[src/hw/uart1_params.svh]
`ifndef UART1_PARAMS_SVH
`define UART1_PARAMS_SVH
// ========================================
// Register indices, byte address is index times four
`define IDX_PWR_CTL 8'h87
`define IDX_P0_CTL 8'h98
`define IDX_T3_CTL 8'hc4
`define IDX_P1_CTL 8'hf8
`define ADDR_LSB 2
// ========================================
// Serial control register fields
`define BIT_VIEW7 7
`define BIT_MODE_LO 6
`define BIT_MP 5
`define BIT_REN 4
`define BIT_TB8 3
`define BIT_RB8 2
`define BIT_TI 1
`define BIT_RI 0
// ========================================
// Power and timer 3 control fields
`define BIT_BAUD_DBL 7
`define BIT_FE_VIEW 6
`define PWR_LOW_MSB 4
`define RESET_BYTE 8'h00
// ========================================
// Baud dividers
`define DIV_SYNC 7'h0c
`define DIV_M2 7'h40
`define DIV_M2_DBL 7'h20
`define DIV_TIMER 7'h10
`endif

[src/hw/uart1_pkg.sv]
package uart1_pkg;
  typedef enum logic [1:0] {
    MODE_SYNC = 2'h0,
    MODE_ASYNC10 = 2'h1,
    MODE_ASYNC11 = 2'h2,
    MODE_ASYNC11_T = 2'h3
  } port_mode_e;
endpackage

[src/hw/uart1_baud.sv]
`timescale 1ns/10ps
`include "uart1_params.svh"
module uart1_baud
  import uart1_pkg::*;
(
  // Clock and reset
  input wire logic mclk,
  input wire logic rst_n,
  // Rate selection
  input wire port_mode_e mode,
  input wire logic baud_double,
  input wire logic timer3_ovf,
  // Bit rate enable
  output logic baud_tick
);
  logic [6:0] cnt_ff;
  logic [6:0] nxt_cnt;
  logic tick_ff;
  logic nxt_tick;
  logic [6:0] divisor;
  logic advance;

  // ========================================
  // Divider
  always_comb begin
    unique case (mode)
      MODE_SYNC: divisor = `DIV_SYNC;
      MODE_ASYNC11: divisor = baud_double ? `DIV_M2_DBL : `DIV_M2;
      default: divisor = `DIV_TIMER;
    endcase
    advance = (mode == MODE_ASYNC10 || mode == MODE_ASYNC11_T) ? timer3_ovf : 1'b1;
    nxt_cnt = cnt_ff;
    nxt_tick = 1'b0;
    if (advance) begin
      if (cnt_ff == 7'h00 || cnt_ff >= divisor) begin
        nxt_cnt = divisor - 7'h01;
        nxt_tick = 1'b1;
      end else begin
        nxt_cnt = cnt_ff - 7'h01;
      end
    end
  end

  always_ff @(posedge mclk or negedge rst_n) begin
    if (!rst_n) begin
      cnt_ff <= 7'h00;
      tick_ff <= 1'b0;
    end else begin
      cnt_ff <= nxt_cnt;
      tick_ff <= nxt_tick;
    end
  end

  assign baud_tick = tick_ff;
endmodule // uart1_baud

[src/hw/uart1_ctrl.sv]
// Register access over Avalon-MM is this design's own decision.
`timescale 1ns/10ps
`include "uart1_params.svh"
// How it works
// Top two port 1 control bits select mode; modes 1 and 3 use timer 3 overflow/16.
// Timer 3 control bit picks whether bit 7 reaches mode bit or frame error.
// Port 1 baud doubling applies only in mode 2.
// Frame error view of bit 7: set by hardware, cleared only by software.
// Multiprocessor enable has no effect in mode 0.
// Mode 1 with multiprocessor: accept only stop bit 1 and address match.
// Mode 1 without multiprocessor: accept every frame.
// Modes 2, 3 with multiprocessor: accept only ninth bit 1 and address match.
// Modes 2, 3 without multiprocessor: accept every frame.
// Receive enable low blocks reception; high enables modes 1 to 3.
// Mode 0 reception starts while receive enable is 1 and receive flag 0.
// Transmit ninth bit is sent in modes 2, 3, ignored in 0, 1.
// Modes 2, 3 store the received ninth bit.
// Mode 1 stores the stop bit, subject to filtering; mode 0 stores nothing.
// Transmit done flag set when a frame has been sent.
// Receive done flag set after an accepted frame.
// Either done flag requests the port 1 interrupt while enabled.
// Software clears both done flags; hardware never does.
// Port 0 doubling in mode 2, or modes 1, 3 with timer 1 source.
// Port 0 view bit picks mode bit or frame error at bit 7.
// Mode bit and frame error are separate storage behind one view.
module uart1_ctrl
  import uart1_pkg::*;
(
  // Clock and reset
  input wire logic mclk,
  input wire logic rst_n,
  // Avalon-MM slave
  input wire logic [9:0] avs_address,
  input wire logic avs_read,
  input wire logic avs_write,
  input wire logic [31:0] avs_writedata,
  output logic [31:0] avs_readdata,
  output logic avs_waitrequest,
  // Port 1 shifter events
  input wire logic port1_tx_sent,
  input wire logic port1_rx_frame_done,
  input wire logic port1_rx_bit9,
  input wire logic port1_rx_addr_match,
  input wire logic port1_frame_err_event,
  input wire logic timer3_ovf,
  input wire logic port1_irq_enable,
  // Port 1 control to shifter
  output port_mode_e port1_mode,
  output logic port1_rx_go,
  output logic port1_tx_ninth_bit,
  output logic port1_baud_tick,
  output logic port1_irq,
  // Port 0 side
  input wire logic port0_frame_err_event,
  input wire logic port0_timer1_source,
  output logic port0_mode_hi,
  output logic port0_baud_x2
);
  // ========================================
  // Register state
  logic mode_hi1_ff, mode_lo1_ff, mp1_ff, ren1_ff, tb81_ff, rb81_ff, ti1_ff, ri1_ff, fe1_ff;
  logic nxt_mode_hi1, nxt_mode_lo1, nxt_mp1, nxt_ren1, nxt_tb81, nxt_rb81, nxt_ti1, nxt_ri1, nxt_fe1;
  logic dbl1_ff, view1_ff, nxt_dbl1, nxt_view1;
  logic dbl0_ff, view0_ff, nxt_dbl0, nxt_view0;
  logic mode_hi0_ff, mode_lo0_ff, fe0_ff, nxt_mode_hi0, nxt_mode_lo0, nxt_fe0;
  logic [`PWR_LOW_MSB:0] pwr_low_ff;
  logic [`PWR_LOW_MSB:0] nxt_pwr_low;
  // Bus state
  logic wait_ff, nxt_wait;
  logic [31:0] rdata_ff;
  logic [31:0] nxt_rdata;
  // Output state
  logic rx_go_ff, tx9_ff, irq_ff, x2_0_ff;
  logic nxt_rx_go, nxt_tx9, nxt_irq, nxt_x2_0;

  logic [7:0] idx;
  logic aligned;
  logic wr_take;
  logic wr_p1, wr_p0, wr_pwr, wr_t3;
  logic [7:0] wbyte;
  logic [7:0] rbyte;
  port_mode_e mode1;
  logic rx_accept, rx_store;

  assign mode1 = port_mode_e'({mode_hi1_ff, mode_lo1_ff});

  // ========================================
  // Receive filter
  uart1_rx_filter u_filter (
    .mode(mode1),
    .multiproc(mp1_ff),
    .rx_enable(ren1_ff),
    .frame_done(port1_rx_frame_done),
    .bit9(port1_rx_bit9),
    .addr_match(port1_rx_addr_match),
    .accept(rx_accept),
    .store_bit9(rx_store)
  );

  // ========================================
  // Baud rate
  uart1_baud u_baud (
    .mclk(mclk),
    .rst_n(rst_n),
    .mode(mode1),
    .baud_double(dbl1_ff),
    .timer3_ovf(timer3_ovf),
    .baud_tick(port1_baud_tick)
  );

  // ========================================
  // Address decode
  always_comb begin
    idx = avs_address[9:`ADDR_LSB];
    aligned = (avs_address[`ADDR_LSB-1:0] == 2'h0);
    wr_take = avs_write & !wait_ff;
    wr_p1 = wr_take & aligned & (idx == `IDX_P1_CTL);
    wr_p0 = wr_take & aligned & (idx == `IDX_P0_CTL);
    wr_pwr = wr_take & aligned & (idx == `IDX_PWR_CTL);
    wr_t3 = wr_take & aligned & (idx == `IDX_T3_CTL);
    wbyte = avs_writedata[7:0];
  end

  // ========================================
  // Read mux
  always_comb begin
    rbyte = 8'h00;
    if (aligned) begin
      unique case (idx)
        `IDX_P1_CTL: rbyte = {view1_ff ? fe1_ff : mode_hi1_ff, mode_lo1_ff, mp1_ff, ren1_ff,
                              tb81_ff, rb81_ff, ti1_ff, ri1_ff};
        `IDX_P0_CTL: rbyte = {view0_ff ? fe0_ff : mode_hi0_ff, mode_lo0_ff, 6'h00};
        `IDX_PWR_CTL: rbyte = {dbl0_ff, view0_ff, 1'b0, pwr_low_ff};
        `IDX_T3_CTL: rbyte = {dbl1_ff, view1_ff, 6'h00};
        default: rbyte = 8'h00;
      endcase
    end
  end

  // ========================================
  // Bus handshake, one wait cycle then answer
  always_comb begin
    nxt_wait = 1'b1;
    nxt_rdata = rdata_ff;
    if ((avs_read | avs_write) && wait_ff) begin
      nxt_wait = 1'b0;
      nxt_rdata = {24'h000000, rbyte};
    end
  end

  always_ff @(posedge mclk or negedge rst_n) begin
    if (!rst_n) begin
      wait_ff <= 1'b1;
      rdata_ff <= 32'h00000000;
    end else begin
      wait_ff <= nxt_wait;
      rdata_ff <= nxt_rdata;
    end
  end

  // ========================================
  // Port 1 control register
  always_comb begin
    nxt_mode_hi1 = mode_hi1_ff;
    nxt_fe1 = fe1_ff;
    nxt_mode_lo1 = mode_lo1_ff;
    nxt_mp1 = mp1_ff;
    nxt_ren1 = ren1_ff;
    nxt_tb81 = tb81_ff;
    nxt_rb81 = rb81_ff;
    nxt_ti1 = ti1_ff;
    nxt_ri1 = ri1_ff;
    if (wr_p1) begin
      if (view1_ff) begin
        nxt_fe1 = wbyte[`BIT_VIEW7];
      end else begin
        nxt_mode_hi1 = wbyte[`BIT_VIEW7];
      end
      nxt_mode_lo1 = wbyte[`BIT_MODE_LO];
      nxt_mp1 = wbyte[`BIT_MP];
      nxt_ren1 = wbyte[`BIT_REN];
      nxt_tb81 = wbyte[`BIT_TB8];
      nxt_rb81 = wbyte[`BIT_RB8];
      nxt_ti1 = wbyte[`BIT_TI];
      nxt_ri1 = wbyte[`BIT_RI];
    end
    // Hardware events win over a clearing write
    if (port1_frame_err_event) begin
      nxt_fe1 = 1'b1;
    end
    if (rx_store) begin
      nxt_rb81 = port1_rx_bit9;
    end
    if (port1_tx_sent) begin
      nxt_ti1 = 1'b1;
    end
    if (rx_accept) begin
      nxt_ri1 = 1'b1;
    end
  end

  always_ff @(posedge mclk or negedge rst_n) begin
    if (!rst_n) begin
      mode_hi1_ff <= 1'b0;
      fe1_ff <= 1'b0;
      mode_lo1_ff <= 1'b0;
      mp1_ff <= 1'b0;
      ren1_ff <= 1'b0;
      tb81_ff <= 1'b0;
      rb81_ff <= 1'b0;
      ti1_ff <= 1'b0;
      ri1_ff <= 1'b0;
    end else begin
      mode_hi1_ff <= nxt_mode_hi1;
      fe1_ff <= nxt_fe1;
      mode_lo1_ff <= nxt_mode_lo1;
      mp1_ff <= nxt_mp1;
      ren1_ff <= nxt_ren1;
      tb81_ff <= nxt_tb81;
      rb81_ff <= nxt_rb81;
      ti1_ff <= nxt_ti1;
      ri1_ff <= nxt_ri1;
    end
  end

  // ========================================
  // Power, timer 3 and port 0 control bits
  always_comb begin
    nxt_dbl0 = dbl0_ff;
    nxt_view0 = view0_ff;
    nxt_pwr_low = pwr_low_ff;
    nxt_dbl1 = dbl1_ff;
    nxt_view1 = view1_ff;
    nxt_mode_hi0 = mode_hi0_ff;
    nxt_mode_lo0 = mode_lo0_ff;
    nxt_fe0 = fe0_ff;
    if (wr_pwr) begin
      nxt_dbl0 = wbyte[`BIT_BAUD_DBL];
      nxt_view0 = wbyte[`BIT_FE_VIEW];
      nxt_pwr_low = wbyte[`PWR_LOW_MSB:0];
    end
    if (wr_t3) begin
      nxt_dbl1 = wbyte[`BIT_BAUD_DBL];
      nxt_view1 = wbyte[`BIT_FE_VIEW];
    end
    if (wr_p0) begin
      if (view0_ff) begin
        nxt_fe0 = wbyte[`BIT_VIEW7];
      end else begin
        nxt_mode_hi0 = wbyte[`BIT_VIEW7];
      end
      nxt_mode_lo0 = wbyte[`BIT_MODE_LO];
    end
    if (port0_frame_err_event) begin
      nxt_fe0 = 1'b1;
    end
  end

  always_ff @(posedge mclk or negedge rst_n) begin
    if (!rst_n) begin
      dbl0_ff <= 1'b0;
      view0_ff <= 1'b0;
      pwr_low_ff <= '0;
      dbl1_ff <= 1'b0;
      view1_ff <= 1'b0;
      mode_hi0_ff <= 1'b0;
      mode_lo0_ff <= 1'b0;
      fe0_ff <= 1'b0;
    end else begin
      dbl0_ff <= nxt_dbl0;
      view0_ff <= nxt_view0;
      pwr_low_ff <= nxt_pwr_low;
      dbl1_ff <= nxt_dbl1;
      view1_ff <= nxt_view1;
      mode_hi0_ff <= nxt_mode_hi0;
      mode_lo0_ff <= nxt_mode_lo0;
      fe0_ff <= nxt_fe0;
    end
  end

  // ========================================
  // Registered control outputs
  always_comb begin
    if (mode1 == MODE_SYNC) begin
      nxt_rx_go = ren1_ff & !ri1_ff;
    end else begin
      nxt_rx_go = ren1_ff;
    end
    nxt_tx9 = tb81_ff & mode_hi1_ff;
    nxt_irq = port1_irq_enable & (ti1_ff | ri1_ff);
    unique case ({mode_hi0_ff, mode_lo0_ff})
      2'h2: nxt_x2_0 = dbl0_ff;
      2'h1, 2'h3: nxt_x2_0 = dbl0_ff & port0_timer1_source;
      default: nxt_x2_0 = 1'b0;
    endcase
  end

  always_ff @(posedge mclk or negedge rst_n) begin
    if (!rst_n) begin
      rx_go_ff <= 1'b0;
      tx9_ff <= 1'b0;
      irq_ff <= 1'b0;
      x2_0_ff <= 1'b0;
    end else begin
      rx_go_ff <= nxt_rx_go;
      tx9_ff <= nxt_tx9;
      irq_ff <= nxt_irq;
      x2_0_ff <= nxt_x2_0;
    end
  end

  assign avs_readdata = rdata_ff;
  assign avs_waitrequest = wait_ff;
  assign port1_mode = mode1;
  assign port1_rx_go = rx_go_ff;
  assign port1_tx_ninth_bit = tx9_ff;
  assign port1_irq = irq_ff;
  assign port0_mode_hi = mode_hi0_ff;
  assign port0_baud_x2 = x2_0_ff;
endmodule // uart1_ctrl

[src/hw/uart1_rx_filter.sv]
`timescale 1ns/10ps
module uart1_rx_filter
  import uart1_pkg::*;
(
  // Control state
  input wire port_mode_e mode,
  input wire logic multiproc,
  input wire logic rx_enable,
  // Frame from the shifter
  input wire logic frame_done,
  input wire logic bit9,
  input wire logic addr_match,
  // Verdict
  output logic accept,
  output logic store_bit9
);
  logic gate_ok;

  always_comb begin
    // Address and stop or ninth bit check only outside mode 0
    if (mode == MODE_SYNC || !multiproc) begin
      gate_ok = 1'b1;
    end else begin
      gate_ok = bit9 & addr_match;
    end
    accept = frame_done & rx_enable & gate_ok;
    store_bit9 = accept & (mode != MODE_SYNC);
  end
endmodule // uart1_rx_filter

[config.mk]
export PLATFORM = sky130hd
export DESIGN_NAME = uart1_ctrl
export DESIGN_NICKNAME = d
export VERILOG_FILES = /design/src/hw/uart1_pkg.sv /design/src/hw/uart1_baud.sv /design/src/hw/uart1_ctrl.sv /design/src/hw/uart1_rx_filter.sv
export VERILOG_INCLUDE_DIRS = /design/src /design/src/hw
export SDC_FILE = /design/constraint.sdc
export NUM_CORES = 1
export LEC_CHECK = 0
export ABC_CLOCK_PERIOD_IN_PS = 5200
export BUFFER_PORTS_ARGS = -buffer_cell sky130_fd_sc_hd__buf_4
export CAP_MARGIN = 20
export CORE_MARGIN = 2
export CORE_UTILIZATION = 50
export DETAILED_ROUTE_END_ITERATION = 10
export PLACE_DENSITY = 0.93
export SLEW_MARGIN = 20
export SYNTH_ARGS = -nofsm -noshare
export SYNTH_HDL_FRONTEND = slang
export SYNTH_HIERARCHICAL = 1
export SYNTH_SLANG_ARGS = --single-unit
[constraint.sdc]
create_clock -name mclk -period 5.2 [get_ports mclk]
set_clock_uncertainty 0.15 [all_clocks]
set_input_delay 0.26 -clock mclk [delete_from_list [all_inputs] [get_ports mclk]]
set_output_delay 0.26 -clock mclk [all_outputs]
set_load 0.005 [all_outputs]
# Word level (Yosys, flattened, before mapping)
# Index checks and enable logic that the tools add are counted.
# totals
elab_cells	105
input_bits	55
regBits	42
# classes
bitwise	18
addsub	2
mux	26
eq_ne	10
magnitude_cmp	1
reduce_logical	23
# ops
op	n
8-bit == test (second input constant)	4
8-bit one-hot mux with 4 select lines	1
1-bit two-way mux	20
2-bit nonzero test	8
1-bit AND	14
7-bit two-way mux	2
7-bit one-hot mux with 2 select lines	1
7-bit by 1-bit subtractor with 7-bit output (second input constant)	2
2-bit == test (second input constant)	4
8-bit two-way mux	1
2-bit AND reduction	4
7-bit greater-or-equal comparator	1
7-bit zero test	1
2-bit by 1-bit == test with 1-bit output (second input constant)	2
2-bit zero test	2
1-bit zero test	3
1-bit logical OR	3
1-bit NOT	2
1-bit OR	2
1-bit one-hot mux with 2 select lines	1
2-bit OR reduction	1
1-bit logical AND	1

# Longest topological paths before layout
# Gate-level depths: netlist of run 1.
# depth
depth_word	6
mapped_depth	13
depth_no_buf	12

# By module
# The synthesis of run 1 kept the hierarchy.
# by_module_without_submodules
module	n_inst	cells_each	seq_area_each_um2	area_per_inst_um2
uart1_ctrl	1	147	852.1	1773.0
uart1_baud	1	69	200.2	630.6
uart1_rx_filter	1	5	0.0	30.0

# Worst setup path before layout of run 1
# Ideal clock, no wire load.
# synth_path
kind	register to register
startpoint	register mode_lo1_ff
endpoint	register u_baud.cnt_ff[6]
required_time_ns	4.924
path_stages_with_launch	14
path_slack_ns	2.172
period_less_slack_ns	3.028
arrival_ns	2.752
path_cell_list	dfrtp_1 nor2b_1 nand2b_1 ha_1 a21oi_1 o21ai_1 nor3_2 buf_6 nand2_1 ha_1 nor3b_1 nand2_1 nor4b_1 a311o_1
# synth_via
elab_chain_cells	5
word_cells_on_any_way	11
# synth_lines
element	line	source
start: declaration	uart1_ctrl.sv:61	logic mode_hi1_ff, mode_lo1_ff, mp1_ff, ren1_ff, tb81_ff, rb81_ff, ti1_ff, ri1_ff, fe1_ff;
start signal: assignment	uart1_ctrl.sv:216	mode_lo1_ff <= nxt_mode_lo1;
2-bit == test / 2-bit zero test (equally long branches)	uart1_baud.sv:26	unique case (mode)
7-bit one-hot mux with 2 select lines	uart1_baud.sv:26	
7-bit greater-or-equal comparator	uart1_baud.sv:35	if (cnt_ff == 7'h00 || cnt_ff >= divisor) begin
1-bit logical OR	uart1_baud.sv:35	
7-bit two-way mux	uart1_baud.sv:35	
end signal: assignment	uart1_baud.sv:49	cnt_ff <= nxt_cnt;
end: declaration	uart1_baud.sv:16	logic [6:0] cnt_ff;
# Parallel ways exist; a longest one is shown, timed or not.
# A chain may end at the register's enable or synchronous reset.

# Worst setup path after layout of run 1
# layout_path
startpoint	register mode_hi1_ff
endpoint	register u_baud.cnt_ff[6]
# layout_via
elab_chain_cells	5
word_cells_on_any_way	11
# layout_lines
element	line	source
start: declaration	uart1_ctrl.sv:61	
start signal: assignment	uart1_ctrl.sv:214	mode_hi1_ff <= nxt_mode_hi1;
2-bit == test / 2-bit zero test (equally long branches)	uart1_baud.sv:26	
7-bit one-hot mux with 2 select lines	uart1_baud.sv:26	
7-bit greater-or-equal comparator	uart1_baud.sv:35	
1-bit logical OR	uart1_baud.sv:35	
7-bit two-way mux	uart1_baud.sv:35	
# Parallel ways exist; a longest one is shown, timed or not.

==> impl_metrics.ini, run 1 <==
[run_status]
status = completed

[timing]
finalSetupViolations = 0
drv_slew = 0
hold_ws_ps = 19.8
rsz0062_at_grt = no
tightestPinTransition_ps = 945
layout_worst_path_cycle_share = 0.736
slew-limit-headroom = 0.367
fin_crit_ps = 3830
fmax_ghz = 0.261
final_hold_viol_count = 0
fin_ws_ps = 1370
setup_tns_ps = 0

[global_route]
grt_pass1_wl_um = 8160
grt.overflow.total = 0
antenna_found_initial = 0
grt.total_usage = 0.199
grt_pass1_vias = 1681
grt_max_degree = 43

[min_path]
hold-path-endpoint = fe0_ff$_DFFE_PN0P_
holdCritPathClass = in -> reg
min_delay_path_depth = 3
min_from = port0_frame_err_event

[critical_path]
reg2reg_from = mode_hi1_ff$_DFFE_PN0P_
crit_fanout = 16
worstSetupPathType = reg -> reg
required_ps = 5230
worstSetupStartpointType = flip-flop
cp_slowest_stage_delay_ps = 770
ff2ff_path_depth = 12
crit_arrival_ps = 3860
crit_path_end_kind = flip-flop
path_cells = nor2b_1 -> nand2b_1 -> ha_1 -> a21oi_1 -> o21ai_1 -> nor3_2 -> nand2_1 -> ha_1 -> nor3b_1 -> nand2_1 -> nor4b_1 -> a311o_1
r2r_end = u_baud/cnt_ff[6]$_DFFE_PN0P_
rrSetupSlack_ps = 1370
slowest_stage = nor3_2

[drt]
met3WireLength_um = 359
met2WireLength_um = 2710
first_pass_iters = 4
drc = 0
wl_per_cell_um = 15.2
vias_per_cell = 5.48
via_count = 1846
drt_wl_total_um = 5140
drtIter0Drc = 59
dr.max_layer_used = met4
m1WireLength_um = 2020
antenna_left = 0

[pwr]
p_leak_nw = 1.34
combPwrFrac = 0.285
pwr-share-seq = 0.432
intPower_mw = 0.611
p_sw_mw = 0.296
ir_drop_v = 0.000178
sw_frac_of_total = 0.327
p_clk_frac = 0.283
p_per_area_mw_per_mm2 = 318

[logic_synthesis]
synth-async-reset-ratio = 1.00
synthTopCellsByCount = dfrtp_1, buf_4, mux2_2
netlist_area_sq_mm = 0.00243
syn-instance-count = 221
synth_top_area_frac = 0.422
synth_most_common_cell = dfrtp_1
synthDistinctLibCells = 58
syn_avg_cell_area_sq_um = 11.0
synth-edff-count = 0
synth.area.top_cells = dfrtp_1, mux2_2, buf_4
synth_ff_type = dfrtp_1
yosysTopAreaCell = dfrtp_1
ys_seq_elements = 42
synth_warnings = 6
synth_seq_area_share = 0.432

[placed_design]
gp_congestion = 0.898
placed_area_sq_mm = 0.00273
portBuffers = 47
dp_slack_ps = 1400
dp_hpwl_um = 3810

[floorplanning]
io_pins = 96
die_h_um = 73.8
fp-row-count = 25
start_util = 0.515
dieWidth_um = 73.8
core_area_sq_mm = 0.00472
dieArea_sq_mm = 0.00544

[cells_and_area]
antenna_cells = 0
layout.nets = 330
area_growth_syn_to_layout_pct = 17.4
drive_gt1_frac = 0.319
design_area_sq_mm = 0.00286
largest_reg_flops = 8

[flow_run]
max_cap_viol_count = 0

[clocking]
clockRootBuffer = clkbuf_8
cts_tree = done
clk_pin_slew_worst_paths_ps = 80
h-tree-depth = 2
ctsResizeCount = 0
cts_made_buffers = 5
max-clock-path-buffers = 2
insertion_delay_ps = 300
clkSinkCount = 42
-- critical path, delay by kind of cell, from the launching register on --
| kind | cells | cell delay, ps |
|---|---|---|
| AOI/OAI and AO/OA | 3 | 600 |
| adders and majority gates | 2 | 670 |
| DFF | 1 | 500 |
| and+or+nand+nor | 7 | 1780 |
-- placed cells by master, fill, tap and decap left out, types with 3 or more instances in the layout --
cell type	n
inv_1	9
nor2_1	8
buf_4	47
a22o_1	12
a21oi_1	6
nand2_1	12
nand3_1	3
mux2_2	18
clkbuf_8	5
o21a_1	3
o211ai_1	5
o21ai_0	5
ha_1	6
nor3b_1	4
dfrtp_1	41
conb_1	24
a22oi_1	5
nor2b_1	3
-- how the worst max path moves through the flow --
| stage | startpoint | to | slack [ps] |
|---|---|---|---|
| after detailed placement | mode_hi1_ff$_DFFE_PN0P_ | u_baud/cnt_ff[6]$_DFFE_PN0P_ | 1400 |
| after floorplan | mode_lo1_ff$_DFFE_PN0P_ | u_baud/cnt_ff[6]$_DFFE_PN0P_ | 2170 |
| final | mode_hi1_ff$_DFFE_PN0P_ | u_baud/cnt_ff[6]$_DFFE_PN0P_ | 1370 |
| after CTS | mode_hi1_ff$_DFFE_PN0P_ | u_baud/cnt_ff[6]$_DFFE_PN0P_ | 1380 |
| after global routing | mode_hi1_ff$_DFFE_PN0P_ | u_baud/cnt_ff[6]$_DFFE_PN0P_ | 1110 |
| after global placement | mode_hi1_ff$_DFFE_PN0P_ | u_baud/cnt_ff[6]$_DFFE_PN0P_ | 1540 |
-- final cells by class --
cell class              instances  area [sq um]
fillers                       400          1870
multi-input cells             162          1200
flip-flops and latches         42          1050
repair buffers                 49           373
well taps                      67          83.8
clock buffers                   6          72.6
clock inverters                 2          37.5
inverters                       9          33.8
-- stage by stage --
step	std cells	utilization	total power [mW]
2_1_floorplan	244	-	0.597
3_3_place_gp	327	0.577	0.638
3_5_place_dp	327	0.577	0.657
4_1_cts	337	0.605	0.910
5_1_grt	337	0.605	0.963
6_report	337	0.605	0.907
-- metal layers --
metal,track usage,up-vias
li1,-,872
met1,0.259,900
met2,0.324,69
met3,0.0521,5
met4,0.0606,0
met5,0,-
-- logic make-up (layout without fill, tap and decap cells) --
group / count (synthesis) / in the layout / share of synthesized area
adders and majority gates: 6 / 6 / 0.0308
and+or+nand+nor: 56 / 56 / 0.160
buffers and inverters: 40 / 66 / 0.108
AOI/OAI and AO/OA: 56 / 56 / 0.175
DFF: 42 / 42 / 0.432
muxes: 20 / 20 / 0.0915
other: 1 / 24 / 0.00154
-- power by group through the flow --
stage               clock [mW]  sequential [mW]  combinational [mW]
finish                   0.257            0.392               0.258
global route             0.274            0.397               0.292
CTS                      0.258            0.391               0.261
detailed placement           0            0.398               0.259
global placement             0            0.395               0.242
floorplan                    0            0.390               0.207
-- what timing repair did --
action / in CTS / in global routing
hold buffers: 2 / 0
hold endpoints to repair: 42 / 0
buffers inserted: 0 / 0
Note: power is estimated with default switching activity, not from simulation.
==> run 2: changes to the inputs <==
--- a/config.mk
+++ b/config.mk
@@ -6,13 +6,13 @@
 export SDC_FILE = /design/constraint.sdc
 export NUM_CORES = 1
 export LEC_CHECK = 0
-export ABC_CLOCK_PERIOD_IN_PS = 5200
+export ABC_CLOCK_PERIOD_IN_PS = 4000
 export BUFFER_PORTS_ARGS = -buffer_cell sky130_fd_sc_hd__buf_4
 export CAP_MARGIN = 20
 export CORE_MARGIN = 2
-export CORE_UTILIZATION = 50
+export CORE_UTILIZATION = 49
 export DETAILED_ROUTE_END_ITERATION = 10
-export PLACE_DENSITY = 0.93
+export PLACE_DENSITY = 0.91
 export SLEW_MARGIN = 20
 export SYNTH_ARGS = -nofsm -noshare
 export SYNTH_HDL_FRONTEND = slang
==> constraint.sdc (replaced) <==
create_clock -name mclk -period 4 [get_ports mclk]
set_clock_uncertainty 0.15 [all_clocks]
set_input_delay 0.2 -clock mclk [delete_from_list [all_inputs] [get_ports mclk]]
set_output_delay 0.2 -clock mclk [all_outputs]
set_load 0.005 [all_outputs]
==> impl_metrics.ini, run 2 (same netlist as run 1, synthesis figures left out) <==
[run_status]
status = completed

[global_route]
grt.overflow.total = 0
antenna_found_initial = 0
grt_max_degree = 43
grt.total_usage = 0.206
grt_pass1_wl_um = 8330
grt_pass1_vias = 1702

[drt]
antenna_left = 0
first_pass_iters = 4
drtIter0Drc = 90
drc = 0
vias_per_cell = 5.38
via_count = 1884
drt_wl_total_um = 5400
wl_per_cell_um = 15.4

[cells_and_area]
multi_input_area_sq_mm = 0.00120
final_common_cell = buf_4
fillers = 392
layout.nets = 343
antenna_cells = 0
finalNonFillerCells = 350
area_growth_syn_to_layout_pct = 21.8
layout_common_cells = buf_4, dfrtp_1, conb_1
drive_gt1_frac = 0.311
largest_reg_flops = 8
regArea_sq_mm = 0.00105

[placed_design]
gp_congestion = 0.930
portBuffers = 47
place_inst = 328
dp_hpwl_um = 3750

[pwr]
sw_frac_of_total = 0.345
p_leak_nw = 1.39
power.total_mw = 1.14
p_sw_mw = 0.395
intPower_mw = 0.749
pwr-share-seq = 0.445
combPwrFrac = 0.312
p_per_area_mw_per_mm2 = 386
p_clk_frac = 0.243
ir_drop_v = 0.000207

[critical_path]
slowest_stage = dfrtp_1
reg2reg_from = mode_lo1_ff$_DFFE_PN0P_
worstSetupStartpointType = flip-flop
crit_path_end_kind = flip-flop
path_cells = nor2_1 -> ha_1 -> or3b_2 -> a21oi_1 -> nor3_2 -> nand2_1 -> ha_1 -> nor3b_1 -> nand2_1 -> nor4b_1 -> a311o_1
cp_slowest_stage_delay_ps = 590
worstSetupPathType = reg -> reg
critPathBufInv = 0
crit_path_start = mode_lo1_ff$_DFFE_PN0P_
required_ps = 4090
crit_arrival_ps = 3440
crit_family = simple AND/OR/NAND/NOR gates
crit_fanout = 10

[timing]
final_hold_viol_count = 0
hold_ws_ps = 9.54
tightestPinTransition_ps = 525
finalSetupViolations = 0
setup_tns_ps = 0
drv_slew = 0
layout_worst_path_cycle_share = 0.836
slew-limit-headroom = 0.650
rsz0062_at_grt = no
fmax_ghz = 0.299
fin_crit_ps = 3340

[clocking]
h-tree-depth = 2
cts_made_buffers = 5
cts_setup_buffers = 0
ctsResizeCount = 0
cts_tree = done
clk_pin_slew_worst_paths_ps = 80
clockRootBuffer = clkbuf_8
max-clock-path-buffers = 2
postCtsHoldBufs = 14
insertion_delay_ps = 300
clkSinkCount = 42

[flow_run]
max_cap_viol_count = 0

[min_path]
holdCritPathClass = in -> reg
min_from = avs_writedata[7]

[floorplanning]
fp-row-count = 25
start_util = 0.512
io_pins = 96
dieWidth_um = 74.5
core_area_sq_mm = 0.00475
die_h_um = 74.5
dieArea_sq_mm = 0.00555
-- run 2: cell count changes in the layout (fill, tap and decap cells not counted), sizes merged --
cell and change:
dlygate4sd3 +12, clkinv +2, buf +1, bufinv -1, clkbuf -1
-- run 2: layer usage --
metal  wire (um)  part of all wire  GRT usage  vias up
li1            -                 -          -      894
met2        2770              0.51      0.339       63
met5           0                 0          0        -
met4         182             0.034      0.105        0
met3         258             0.048     0.0474       16
met1        2190              0.41      0.253      911
-- run 2: area by class of cell --
| class | instances | share of cell area |
|---|---|---|
| Clock buffer | 5 | 0.0232 |
| Clock inverter | 3 | 0.00718 |
| Inverter | 9 | 0.0114 |
| Multi-Input combinational cell | 162 | 0.406 |
| Sequential cell | 42 | 0.355 |
| Tap cell | 67 | 0.0283 |
| Timing Repair Buffer | 62 | 0.169 |
-- run 2: final timing paths --
path | endpoint | slack (ps) | cells past startpoint
setup / recovery | u_baud/cnt_ff[6]$_DFFE_PN0P_ | 660 | 11
hold / removal | dbl0_ff$_DFFE_PN0P_ | 10 | 2
setup reg to reg | u_baud/cnt_ff[6]$_DFFE_PN0P_ | 660 | 11
hold reg to reg | pwr_low_ff[0]$_DFFE_PN0P_ | 360 | 1
max in group asynchronous | avs_waitrequest$_DFF_PN1_ | 3060 | 2
min in group asynchronous | u_baud/cnt_ff[5]$_DFFE_PN0P_ | 250 | 2
-- run 2: metrics by stage --
stage | utilization | cell area, sq um | setup WS (ps)
6_report | 0.623 | 2960 | 656
3_5_place_dp | 0.575 | 2730 | 697
4_1_cts | 0.623 | 2960 | 662
5_1_grt | 0.623 | 2960 | 438
3_3_place_gp | 0.575 | 2730 | 771
2_1_floorplan | - | 2520 | 972
-- run 2: power groups by stage --
| stage | Combinational (mW) | Clock (mW) | Sequential (mW) |
|---|---|---|---|
| floorplan | 0.269 | 0 | 0.507 |
| global placement | 0.331 | 0 | 0.515 |
| detailed placement | 0.346 | 0 | 0.517 |
| CTS | 0.358 | 0.286 | 0.509 |
| global route | 0.396 | 0.306 | 0.516 |
| finish | 0.357 | 0.277 | 0.509 |
-- run 2: worst reg2reg max path: stages, from the launching register on --
cell and delay, ps:
dfrtp_1 590, nor2_1 130, ha_1 290, or3b_2 430, a21oi_1 240, nor3_2 80
nand2_1 80, ha_1 320, nor3b_1 400, nand2_1 140, nor4b_1 290, a311o_1 160
